File: src/iemb_params.svh
// Constants for the interrupt enable mask bank.
// Assumes inclusion by its bare name from the design files.
`ifndef IEMB_PARAMS_SVH
`define IEMB_PARAMS_SVH

// Special function address of the enable register
`define IEMB_ENABLE_ADDR 8'hA8
// Reset value of the enable register
`define IEMB_ENABLE_RESET 8'h00
// Bit positions inside the enable register
`define IEMB_BIT_GATE 7
`define IEMB_BIT_SERIAL 6
`define IEMB_BIT_TIMER2 5
`define IEMB_BIT_ASYNC 4
`define IEMB_BIT_TIMER1 3
`define IEMB_BIT_EXT1 2
`define IEMB_BIT_TIMER0 1
`define IEMB_BIT_EXT0 0
// Number of maskable sources
`define IEMB_NUM_SRC 7

`endif

File: src/iemb_pkg.sv
// Types shared by the interrupt enable mask bank.
// Assumes iemb_params.svh is compiled alongside.
package iemb_pkg;

  // Source request vector, one bit per maskable source
  typedef logic [6:0] iemb_src_t;

  // Kind of special function access
  typedef enum logic [1:0] {
    IEMB_ACC_NONE = 2'b00,
    IEMB_ACC_BYTE = 2'b01,
    IEMB_ACC_BIT = 2'b10
  } iemb_acc_t;

endpackage : iemb_pkg

File: src/iemb_gate_if.sv
// Carries the enable bits and source flags between the bank and its gate.
// Assumes one clock domain; signals are plain levels.
`timescale 1ns/1ps
interface iemb_gate_if;
  logic globalIrqGate;
  iemb_pkg::iemb_src_t srcMask;
  iemb_pkg::iemb_src_t srcFlag;
  iemb_pkg::iemb_src_t maskedReq;
  modport bank (output globalIrqGate, output srcMask, output srcFlag,
                input maskedReq);
  modport gate (input globalIrqGate, input srcMask, input srcFlag,
                output maskedReq);
endinterface : iemb_gate_if

File: src/iemb_enable_bank.sv
// Interrupt enable register bank with global gate and seven source masks.
// Assumes the core drives the special function bus on core_clk, and that
// the source flags other than the two external interrupt pins come from logic on the same clock.
//
// Function
// Global gate bit 7 at zero blocks every source.
// Global gate at one passes a source only when its mask is set.
// Bit 6 masks serial peripheral port requests.
// Bit 5 masks timer 2; either low or high overflow flag requests.
// Bit 4 masks the first asynchronous serial port.
// Bit 3 masks the timer 1 overflow request.
// Bit 2 masks external interrupt 1 input requests.
// Bit 1 masks the timer 0 overflow request.
// Bit 0 masks external interrupt 0 input requests.
// Register at 0xA8, all pages, bit access, resets to zero.
// Masked request is flag AND mask AND gate; masking keeps flags.
`timescale 1ns/1ps
`include "iemb_params.svh"
module iemb_enable_bank (
  input wire logic core_clk, // System clock, 10 MHz
  input wire logic reset_n, // Asynchronous reset, active low
  input wire logic [7:0] sfrAddr, // Special function address
  input wire logic sfrWrite, // Byte write strobe
  input wire logic [7:0] sfrWdata, // Byte write data
  input wire logic sfrBitWrite, // Single-bit write strobe
  input wire logic [2:0] sfrBitSel, // Bit position for bit write
  input wire logic sfrBitVal, // Value for bit write
  input wire logic sfrRead, // Read strobe
  output logic [7:0] sfrRdata, // Registered read data
  output logic sfrHit, // Address decodes to this register
  input wire logic serialPeriphUnitReq, // Serial peripheral port flag
  input wire logic timer2LowOverflowFlag, // Timer 2 low-byte overflow
  input wire logic timer2HighOverflowFlag, // Timer 2 high-byte overflow
  input wire logic asyncPortUnitReq, // First asynchronous port flag
  input wire logic timer1OverflowFlag, // Timer 1 overflow
  input wire logic extIrq1Pin, // External interrupt 1 request
  input wire logic timer0OverflowFlag, // Timer 0 overflow
  input wire logic extIrq0Pin, // External interrupt 0 request
  output logic [7:0] interruptEnable, // Current enable register value
  output logic [6:0] maskedReq // Masked requests, bit order as register
);

  // ****************************************************************
  // Register storage
  // ****************************************************************
  logic [7:0] enable_q;
  logic [7:0] enable_d;
  logic [7:0] rdata_q;
  logic hit;
  logic ext1Sync1_q;
  logic ext1Sync2_q;
  logic ext0Sync1_q;
  logic ext0Sync2_q;
  iemb_pkg::iemb_acc_t acc;
  iemb_pkg::iemb_src_t flags;

  iemb_gate_if gif ();

  // Decode ignores any page select; the register lives on every page
  assign hit = (sfrAddr == `IEMB_ENABLE_ADDR);
  assign sfrHit = hit;

  // Classify the access; a byte write wins over a bit write
  always_comb begin
    if (hit && sfrWrite) begin
      acc = iemb_pkg::IEMB_ACC_BYTE;
    end else if (hit && sfrBitWrite) begin
      acc = iemb_pkg::IEMB_ACC_BIT;
    end else begin
      acc = iemb_pkg::IEMB_ACC_NONE;
    end
  end

  // Next value: whole byte or one bit, others untouched
  always_comb begin
    enable_d = enable_q;
    unique case (acc)
      iemb_pkg::IEMB_ACC_BYTE: begin
        enable_d = sfrWdata;
      end
      iemb_pkg::IEMB_ACC_BIT: begin
        enable_d[sfrBitSel] = sfrBitVal;
      end
      iemb_pkg::IEMB_ACC_NONE: begin
        enable_d = enable_q;
      end
      default: begin
        enable_d = enable_q;
      end
    endcase
  end

  // Enable register, cleared at reset
  always_ff @(posedge core_clk or negedge reset_n) begin
    if (!reset_n) begin
      enable_q <= `IEMB_ENABLE_RESET;
    end else begin
      enable_q <= enable_d;
    end
  end

  // Read data registered; an unmatched read returns zero
  always_ff @(posedge core_clk or negedge reset_n) begin
    if (!reset_n) begin
      rdata_q <= 8'h00;
    end else if (sfrRead && hit) begin
      rdata_q <= enable_q;
    end else begin
      rdata_q <= 8'h00;
    end
  end

  assign sfrRdata = rdata_q;
  assign interruptEnable = enable_q;

  // ****************************************************************
  // External pin synchronisers
  // ****************************************************************
  // External inputs arrive from pins, so two flops guard metastability
  always_ff @(posedge core_clk or negedge reset_n) begin
    if (!reset_n) begin
      ext1Sync1_q <= 1'b0;
      ext1Sync2_q <= 1'b0;
      ext0Sync1_q <= 1'b0;
      ext0Sync2_q <= 1'b0;
    end else begin
      ext1Sync1_q <= extIrq1Pin;
      ext1Sync2_q <= ext1Sync1_q;
      ext0Sync1_q <= extIrq0Pin;
      ext0Sync2_q <= ext0Sync1_q;
    end
  end

  // ****************************************************************
  // Source flags and masking
  // ****************************************************************
  // Flags are only read here, never cleared, so masking keeps them
  always_comb begin
    flags = '0;
    flags[`IEMB_BIT_SERIAL] = serialPeriphUnitReq;
    flags[`IEMB_BIT_TIMER2] = timer2LowOverflowFlag |
                              timer2HighOverflowFlag;
    flags[`IEMB_BIT_ASYNC] = asyncPortUnitReq;
    flags[`IEMB_BIT_TIMER1] = timer1OverflowFlag;
    flags[`IEMB_BIT_EXT1] = ext1Sync2_q;
    flags[`IEMB_BIT_TIMER0] = timer0OverflowFlag;
    flags[`IEMB_BIT_EXT0] = ext0Sync2_q;
  end

  assign gif.globalIrqGate = enable_q[`IEMB_BIT_GATE];
  assign gif.srcMask = enable_q[6:0];
  assign gif.srcFlag = flags;

  iemb_gate u_gate (
    .gif(gif.gate)
  );

  assign maskedReq = gif.maskedReq;

  // ****************************************************************
  // Assertions
  // ****************************************************************
  property p_gate_blocks;
    @(posedge core_clk) disable iff (!reset_n)
      !enable_q[`IEMB_BIT_GATE] |-> (maskedReq == 7'h00);
  endproperty
  a_gate_blocks: assert property (p_gate_blocks)
    else $error("Request passed with global gate off");

  property p_gate_passes;
    @(posedge core_clk) disable iff (!reset_n)
      enable_q[`IEMB_BIT_GATE] |-> (maskedReq == (flags & enable_q[6:0]));
  endproperty
  a_gate_passes: assert property (p_gate_passes)
    else $error("Masked request wrong with gate on");

  property p_serial;
    @(posedge core_clk) disable iff (!reset_n)
      maskedReq[`IEMB_BIT_SERIAL] == (serialPeriphUnitReq &&
        enable_q[`IEMB_BIT_SERIAL] && enable_q[`IEMB_BIT_GATE]);
  endproperty
  a_serial: assert property (p_serial)
    else $error("Serial port request mismatch");

  property p_timer2;
    @(posedge core_clk) disable iff (!reset_n)
      (enable_q[7] && enable_q[`IEMB_BIT_TIMER2] &&
       (timer2LowOverflowFlag || timer2HighOverflowFlag))
        |-> maskedReq[`IEMB_BIT_TIMER2];
  endproperty
  a_timer2: assert property (p_timer2)
    else $error("Timer 2 request missing");

  property p_async;
    @(posedge core_clk) disable iff (!reset_n)
      !enable_q[`IEMB_BIT_ASYNC] |-> !maskedReq[`IEMB_BIT_ASYNC];
  endproperty
  a_async: assert property (p_async)
    else $error("Async port request not masked");

  property p_timer1;
    @(posedge core_clk) disable iff (!reset_n)
      maskedReq[`IEMB_BIT_TIMER1] |-> timer1OverflowFlag &&
        enable_q[`IEMB_BIT_TIMER1];
  endproperty
  a_timer1: assert property (p_timer1)
    else $error("Timer 1 request without cause");

  property p_ext1;
    @(posedge core_clk) disable iff (!reset_n)
      (enable_q[7] && enable_q[`IEMB_BIT_EXT1] && $past(extIrq1Pin, 2)
       && $past(enable_q[7]) && $past(enable_q[7], 2))
        |-> maskedReq[`IEMB_BIT_EXT1];
  endproperty
  a_ext1: assert property (p_ext1)
    else $error("External 1 request missing two cycles after pin");

  property p_timer0;
    @(posedge core_clk) disable iff (!reset_n)
      !enable_q[`IEMB_BIT_TIMER0] |-> !maskedReq[`IEMB_BIT_TIMER0];
  endproperty
  a_timer0: assert property (p_timer0)
    else $error("Timer 0 request not masked");

  property p_ext0;
    @(posedge core_clk) disable iff (!reset_n)
      maskedReq[`IEMB_BIT_EXT0] |-> $past(extIrq0Pin, 2) &&
        enable_q[`IEMB_BIT_EXT0];
  endproperty
  a_ext0: assert property (p_ext0)
    else $error("External 0 request without pin");

  property p_bit_write;
    @(posedge core_clk) disable iff (!reset_n)
      (hit && sfrBitWrite && !sfrWrite) |=>
        (enable_q[$past(sfrBitSel)] == $past(sfrBitVal)) &&
        ((enable_q ^ $past(enable_q)) & ~(8'h01 << $past(sfrBitSel)))
          == 8'h00;
  endproperty
  a_bit_write: assert property (p_bit_write)
    else $error("Bit write disturbed other bits");

  property p_byte_write;
    @(posedge core_clk) disable iff (!reset_n)
      (hit && sfrWrite) |=> enable_q == $past(sfrWdata);
  endproperty
  a_byte_write: assert property (p_byte_write)
    else $error("Byte write not stored");

  property p_read;
    @(posedge core_clk) disable iff (!reset_n)
      (hit && sfrRead) |=> sfrRdata == $past(enable_q);
  endproperty
  a_read: assert property (p_read)
    else $error("Read data wrong");

endmodule : iemb_enable_bank

File: src/iemb_gate.sv
// Masking gate: ANDs each source flag with its mask and the global gate.
// Assumes the interface carries registered enables from the bank.
`timescale 1ns/1ps
`include "iemb_params.svh"
module iemb_gate (
  iemb_gate_if.gate gif // Enable and flag bundle
);

  // Pure combinational AND keeps the request in step with the flags
  always_comb begin
    gif.maskedReq = gif.srcFlag & gif.srcMask &
                    {`IEMB_NUM_SRC{gif.globalIrqGate}};
  end

endmodule : iemb_gate

File: config.mk
export PLATFORM = sky130hd
export DESIGN_NAME = iemb_enable_bank
export DESIGN_NICKNAME = d
export VERILOG_FILES = /design/src/iemb_pkg.sv /design/src/iemb_gate_if.sv /design/src/iemb_enable_bank.sv /design/src/iemb_gate.sv
export VERILOG_INCLUDE_DIRS = /design/src
export SDC_FILE = /design/constraint.sdc
export NUM_CORES = 1
export LEC_CHECK = 0
export ABC_AREA = 1
export BUFFER_PORTS_ARGS = -buffer_cell sky130_fd_sc_hd__buf_4
export CAP_MARGIN = 20
export CORE_AREA = 2 2 55 52
export CTS_CLUSTER_SIZE = 24
export DETAILED_ROUTE_END_ITERATION = 10
export DIE_AREA = 0 0 57 54
export PLACE_DENSITY = 0.77
export REMOVE_ABC_BUFFERS = 1
export SLEW_MARGIN = 10
export SYNTH_ARGS = -nofsm -noshare
export SYNTH_HDL_FRONTEND = slang
export SYNTH_HIERARCHICAL = 1
export SYNTH_SLANG_ARGS = --single-unit
export TNS_END_PERCENT = 100
File: constraint.sdc
create_clock -name core_clk -period 0.9 [get_ports core_clk]
set_input_delay 0.18 -clock core_clk [delete_from_list [all_inputs] [get_ports core_clk]]
set_output_delay 0.18 -clock core_clk [all_outputs]
set_load 0.1 [all_outputs]
==> results of run 1 <==
layer usage:
layer  up-vias  track usage  share of wire
met5         -            0              0
met4         0        0.128          0.062
met3        33       0.0505          0.096
met2       142        0.521           0.49
met1       631        0.297           0.35
li1        581            -              -
through the flow:
step	instance area [sq um]	total power, mW	instances
finish	2210	2.07	235
global route	2210	2.13	235
CTS	2040	1.96	230
detailed placement	1560	1.43	218
global placement	1560	1.41	218
floorplan	1030	1.19	123
area by class of cell:
type	count	area [sq um]
inverters	17	71.3
fillers	114	357
repair buffers	78	943
flip-flops and latches	20	502
well taps	30	37.5
multi-input cells	87	634
clock buffers	3	22.5
kinds of logic (layout without fill, tap and decap cells):
group | count (synthesis) | in the layout | synth area share
simple gates | 86 | 87 | 0.432
buf+inv | 21 | 98 | 0.0995
flops | 20 | 20 | 0.468
worst register-to-register path: cells and delay by family (launching register included):
kind | cells | cell delay [ns]
buffers and inverters | 3 | 0.40
DFF | 1 | 0.45
and+or+nand+nor | 2 | 0.18
worst max path at each step:
| stage | to | slack, ns | cells past startpoint |
|---|---|---|---|
| after floorplan | maskedReq[0] | -1.69 | 2 |
| after detailed placement | sfrRdata[2]$_DFF_PN0_ | -0.23 | 7 |
| after global routing | maskedReq[1] | -0.49 | 3 |
| after global placement | sfrHit | -0.22 | 5 |
| final | maskedReq[5] | -0.48 | 3 |
| after CTS | maskedReq[4] | -0.40 | 3 |
cell usage in the layout (no fill, tap or decap), types with 3 or more instances in the layout:
cell type      synthesis  final
nand2_4                1      3
nor2_1                19      5
nand3_1               32     22
nor2_4                 2     11
inv_1                 15      9
buf_12                 0     22
buf_6                  2     14
nand2_1               10      6
nor3_1                 7      7
dfrtp_1               20     19
nand2_2                2      4
inv_2                  2      5
inv_4                  0      3
nand3_2                0      9
nor2_2                 1      7
dlygate4sd3_1          0      3
buf_8                  1      3
buf_4                  0     36
nand4_1                7      7
clkbuf_4               0      3
power breakdown:
part           switching (mW)  leakage, nW  total [mW]  internal, mW
logic                   0.390        0.728       0.679         0.289
registers              0.0256        0.267       0.952         0.926
clock network           0.285       0.0138       0.441         0.156
state kept, by name (all words and copies together), names as in the netlist:
register and flops:
interruptEnable 8, sfrRdata 8, ext0Sync1_q 1, ext0Sync2_q 1, ext1Sync1_q 1, ext1Sync2_q 1
repair_timing:
action                     in CTS  in global routing
hold endpoints to repair       22                  0
cloned                          0                  1
hold buffers                    3                  0
setup buffers                   6                  7
pin swaps                      13                  4
resized for setup             100                 37
setup endpoints to repair      24                 39
==> flow_metrics.py, run 1 <==
metrics = {
    "layout": {
        "area_delta_synth_final_pct": 107,
        "antenna_cells": 0,
        "post-route-util": 0.861,
        "drive_gt1_frac": 0.620,
        "fin_nets": 240,
    },
    "setup_path": {
        "crit_family": "flip-flops",
        "worst-r2r-cell-count": 5,
        "worst-setup-path-type": "reg -> out",
        "critical_path_peak_fanout": 7,
        "critPathRequiredTime_ns": 0.72,
        "cp_cell_sequence": "inv_4, nor2_4, buf_12",
        "cpMaxStageDelayCell": "dfrtp_1",
        "critPathCaptureType": "output port",
        "startpoint_type": "flop",
        "rrSetupSlack_ns": -0.26,
        "worstPathBufferInverterCount": 2,
        "r2r_start": "interruptEnable[7]$_DFFE_PN0P_",
        "worstPathArrival_ns": 1.20,
        "timing.critical_path.from": "interruptEnable[7]$_DFFE_PN0P_",
        "max_stage_delay_ns": 0.45,
        "r2r-end": "interruptEnable[7]$_DFFE_PN0P_",
    },
    "global_routing": {
        "grt_pass1_wl_um": 6110,
        "antenna_found_initial": 0,
        "grt_max_degree": 21,
        "grt_overflow": 0,
        "grt.total_usage": 0.273,
        "grt_pass1_vias": 1251,
    },
    "logic_synthesis": {
        "syn-cell-area_sq_mm": 0.00107,
        "yosysTopAreaCell": "dfrtp_1",
        "synthTopCellsByCount": "nand3_1 (32), dfrtp_1 (20), nor2_1 (19)",
        "yosysMostFrequentCell": "nand3_1",
        "synth.avg_cell_area_sq_um": 8.41,
        "synth-edff-count": 0,
        "yosysTopAreaCellShare": 0.468,
        "ys_seq_area_frac": 0.468,
        "syn_inst": 127,
        "synth_warnings": 6,
        "synthDistinctLibCells": 19,
        "synth_ff_type": "dfrtp_1",
        "ys_ff_latch": 20,
        "synth.area.top_cells": "dfrtp_1 (47%), nand3_1 (15%), nor2_1 (6.7%), inv_1 (5.3%), nand4_1 (4.1%)",
        "async_flop_share": 1.00,
    },
    "min_path": {
        "min-delay-start": "sfrWdata[6]",
        "hold_depth": 3,
        "hold_path_class": "in -> reg",
        "min_to": "interruptEnable[6]$_DFFE_PN0P_",
    },
    "timing": {
        "hold_viol": 0,
        "relSlewSlack": 0.740,
        "fin_skew_ns": 0.00955,
        "worst_slew_pin_slew_ns": 0.390,
        "setup_tns_ns": -8.09,
        "fin_crit_ns": 1.38,
        "final.period_utilization": 1.54,
        "slew_viol_final": 0,
        "whs_ns": 0.132,
        "grt_setup_unrepaired": "true",
        "final-setup-viol-count": 30,
        "max_freq_ghz": 0.724,
        "layout_setup_ws_ns": -0.482,
    },
    "run_status": {
        "status": "finished with violations",
        "violations": "negative setup slack",
    },
    "drt": {
        "wl_um": 4720,
        "ant_nets": 0,
        "drc": 0,
        "drt_iter0_markers": 86,
        "vias": 1387,
        "viasPerCell": 5.90,
        "wire_per_inst_um": 20.1,
        "dr.pass1.iters": 5,
    },
    "place": {
        "numPortBuffers": 56,
        "gp_congestion": 0.792,
        "dp_hpwl_um": 2330,
        "place_ws_ns": -0.235,
    },
    "run": {
        "max_cap_viol_count": 0,
    },
    "clock_tree": {
        "cts-htree-levels": 1,
        "cts_tree": "done",
        "insertion_delay_ns": 0.31,
        "cts_root_buf": "clkbuf_4",
        "clkSinkCount": 20,
        "clk_pin_slew_ns": 0.12,
        "cts_max_path_buffers": 2,
        "numCtsBuffers": 3,
    },
    "power_and_ir_drop": {
        "p_leak_nw": 1.01,
        "power_density_mw_per_mm2": 937,
        "ir_drop_v": 0.000821,
    },
    "die": {
        "io_pins": 57,
        "initial_core_util": 0.416,
        "core_region_area_sq_mm": 0.00257,
        "die_w_um": 57,
        "dieArea_sq_mm": 0.00308,
        "rows": 18,
        "die_h_um": 54,
    },
}
(Power assumes the default switching activity.)
==> run 2: changes to the inputs <==
CORE_AREA = 2 2 54 51   (was 2 2 55 52)
CTS_BUF_LIST = sky130_fd_sc_hd__clkbuf_4 sky130_fd_sc_hd__clkbuf_8   (was unset)
DIE_AREA = 0 0 56 53   (was 0 0 57 54)
PLACE_DENSITY = 0.8   (was 0.77)
==> flow_metrics.py, run 2 (same netlist as run 1, synthesis figures left out) <==
metrics = {
    "place": {
        "gp_congestion": 0.824,
        "numPortBuffers": 56,
        "dpl-instance-area_sq_mm": 0.00156,
        "place_inst": 218,
        "dp_hpwl_um": 2310,
        "place_ws_ns": -0.283,
    },
    "global_routing": {
        "use_met2": 0.565,
        "grt.total_usage": 0.307,
        "grt_max_degree": 21,
        "antenna_found_initial": 0,
        "top_usage_layer": "met2",
        "grt_overflow": 0,
        "grt_pass1_vias": 1359,
        "met3_usage": 0.0513,
        "grt.met1_usage": 0.352,
        "grt_pass1_wl_um": 6800,
    },
    "power_and_ir_drop": {
        "p_comb_frac": 0.333,
        "swShare": 0.338,
        "internal-power_mw": 1.36,
        "ir_drop_v": 0.00104,
        "finalPower_mw": 2.06,
        "p_leak_nw": 1.01,
        "seqPwrFrac": 0.464,
        "clockPowerShare": 0.203,
        "power.switching_uw": 696,
        "power_density_mw_per_mm2": 943,
    },
    "clock_tree": {
        "insertion_delay_ns": 0.29,
        "cts-htree-levels": 1,
        "numCtsBuffers": 3,
        "cts_root_buf": "clkbuf_4",
        "cts_max_path_buffers": 2,
        "clk_pin_slew_ns": 0.12,
        "cts_tree": "done",
        "clkSinkCount": 20,
    },
    "timing": {
        "layout_setup_ws_ns": -0.448,
        "grt_setup_unrepaired": "true",
        "final.period_utilization": 1.50,
        "relSlewSlack": 0.721,
        "hold_viol": 0,
        "max_freq_ghz": 0.742,
        "slew_viol_final": 0,
        "fin_crit_ns": 1.35,
        "final-setup-viol-count": 33,
        "fin_skew_ns": 0.00750,
        "worst_slew_pin_slew_ns": 0.417,
    },
    "setup_path": {
        "critPathCaptureType": "output port",
        "cp_cell_sequence": "nand2_1, nor2_4, buf_12",
        "critical_path_peak_fanout": 2,
        "max_stage_delay_ns": 0.43,
        "worst-setup-path-type": "reg -> out",
        "cpMaxStageDelayCell": "dfrtp_1",
        "critPathRequiredTime_ns": 0.72,
        "worstPathBufferInverterCount": 1,
        "worstPathArrival_ns": 1.17,
        "startpoint_type": "flop",
        "crit_family": "flip-flops",
    },
    "drt": {
        "drc": 0,
        "wl_um": 5510,
        "wire_per_inst_um": 23.6,
        "drt_iter0_markers": 85,
        "viasPerCell": 6.17,
        "dr.pass1.iters": 4,
        "ant_nets": 0,
        "vias": 1438,
    },
    "layout": {
        "area_delta_synth_final_pct": 104,
        "final_common_cell": "buf_4",
        "antenna_cells": 0,
        "regArea_sq_um": 502,
        "final_area_sq_mm": 0.00218,
        "fillers": 74,
        "final_cell_mix": "buf_4 (38), nand3_1 (23), buf_12 (20), dfrtp_1 (19), buf_6 (13)",
        "stdcell_count": 233,
        "fin_nets": 240,
        "drive_gt1_frac": 0.605,
        "multi_input_area_sq_um": 627,
    },
    "die": {
        "core_region_area_sq_mm": 0.00238,
        "io_pins": 57,
        "die_h_um": 53,
        "dieArea_sq_mm": 0.00297,
        "die_w_um": 56,
        "rows": 17,
        "initial_core_util": 0.449,
    },
    "run_status": {
        "status": "finished with violations",
        "violations": "negative setup slack",
    },
    "run": {
        "max_cap_viol_count": 0,
    },
    "min_path": {
        "hold_path_class": "in -> reg",
    },
}
run 2: worst paths after layout:
check                                          startpoint                              to  slack (ns)  depth (start not counted)
min in group asynchronous                         reset_n           sfrRdata[2]$_DFF_PN0_        0.33                          2
hold / removal                                sfrWdata[2]  interruptEnable[2]$_DFFE_PN0P_        0.16                          3
max in group asynchronous                         reset_n  interruptEnable[4]$_DFFE_PN0P_        0.33                          2
hold reg to reg                     ext1Sync1_q$_DFF_PN0_           ext1Sync2_q$_DFF_PN0_        0.41                          0
setup / recovery           interruptEnable[6]$_DFFE_PN0P_                    maskedReq[6]       -0.45                          3
setup reg to reg           interruptEnable[7]$_DFFE_PN0P_  interruptEnable[7]$_DFFE_PN0P_       -0.17                          5
run 2: area by class of cell:
| type | count | area share |
|---|---|---|
| tap | 28 | 0.0160 |
| sequential | 20 | 0.230 |
| multi-input combinational | 87 | 0.287 |
| inverter | 17 | 0.0349 |
| timing repair buffer | 78 | 0.422 |
| clock buffer | 3 | 0.0103 |
run 2: repair_timing:
action | CTS | global route
gates cloned | 0 | 1
endpoints found under the setup margin | 24 | 36
gates resized for setup | 94 | 38
hold endpoints to repair | 22 | 0
buffers inserted | 4 | 5
hold buffers | 3 | 0
pin swaps | 12 | 6
run 2: power groups by stage:
stage / Clock, mW / Combinational (mW) / Sequential, mW
finish: 0.419 / 0.685 / 0.956
global route: 0.470 / 0.706 / 0.957
CTS: 0.415 / 0.587 / 0.949
detailed placement: 0 / 0.471 / 0.961
global placement: 0 / 0.457 / 0.958
floorplan: 0 / 0.0924 / 1.10
run 2: worst min-delay path, stage by stage:
cell and delay, ns:
buf_4 0.08, nand3_1 0.07, nand3_1 0.09
run 2: stage by stage:
step	hold WS, ns	setup TNS [ns]	util
floorplan	-0.116	-19.95	-
global placement	0.0634	-3.66	0.657
detailed placement	0.0674	-4.98	0.657
CTS	0.119	-6.37	0.843
global route	0.152	-8.50	0.917
finish	0.155	-7.51	0.917
run 2: routing by layer:
metal	share of wire	vias up
li1	-	582
met1	0.33	660
met2	0.48	158
met3	0.13	38
met4	0.061	0
met5	0	-
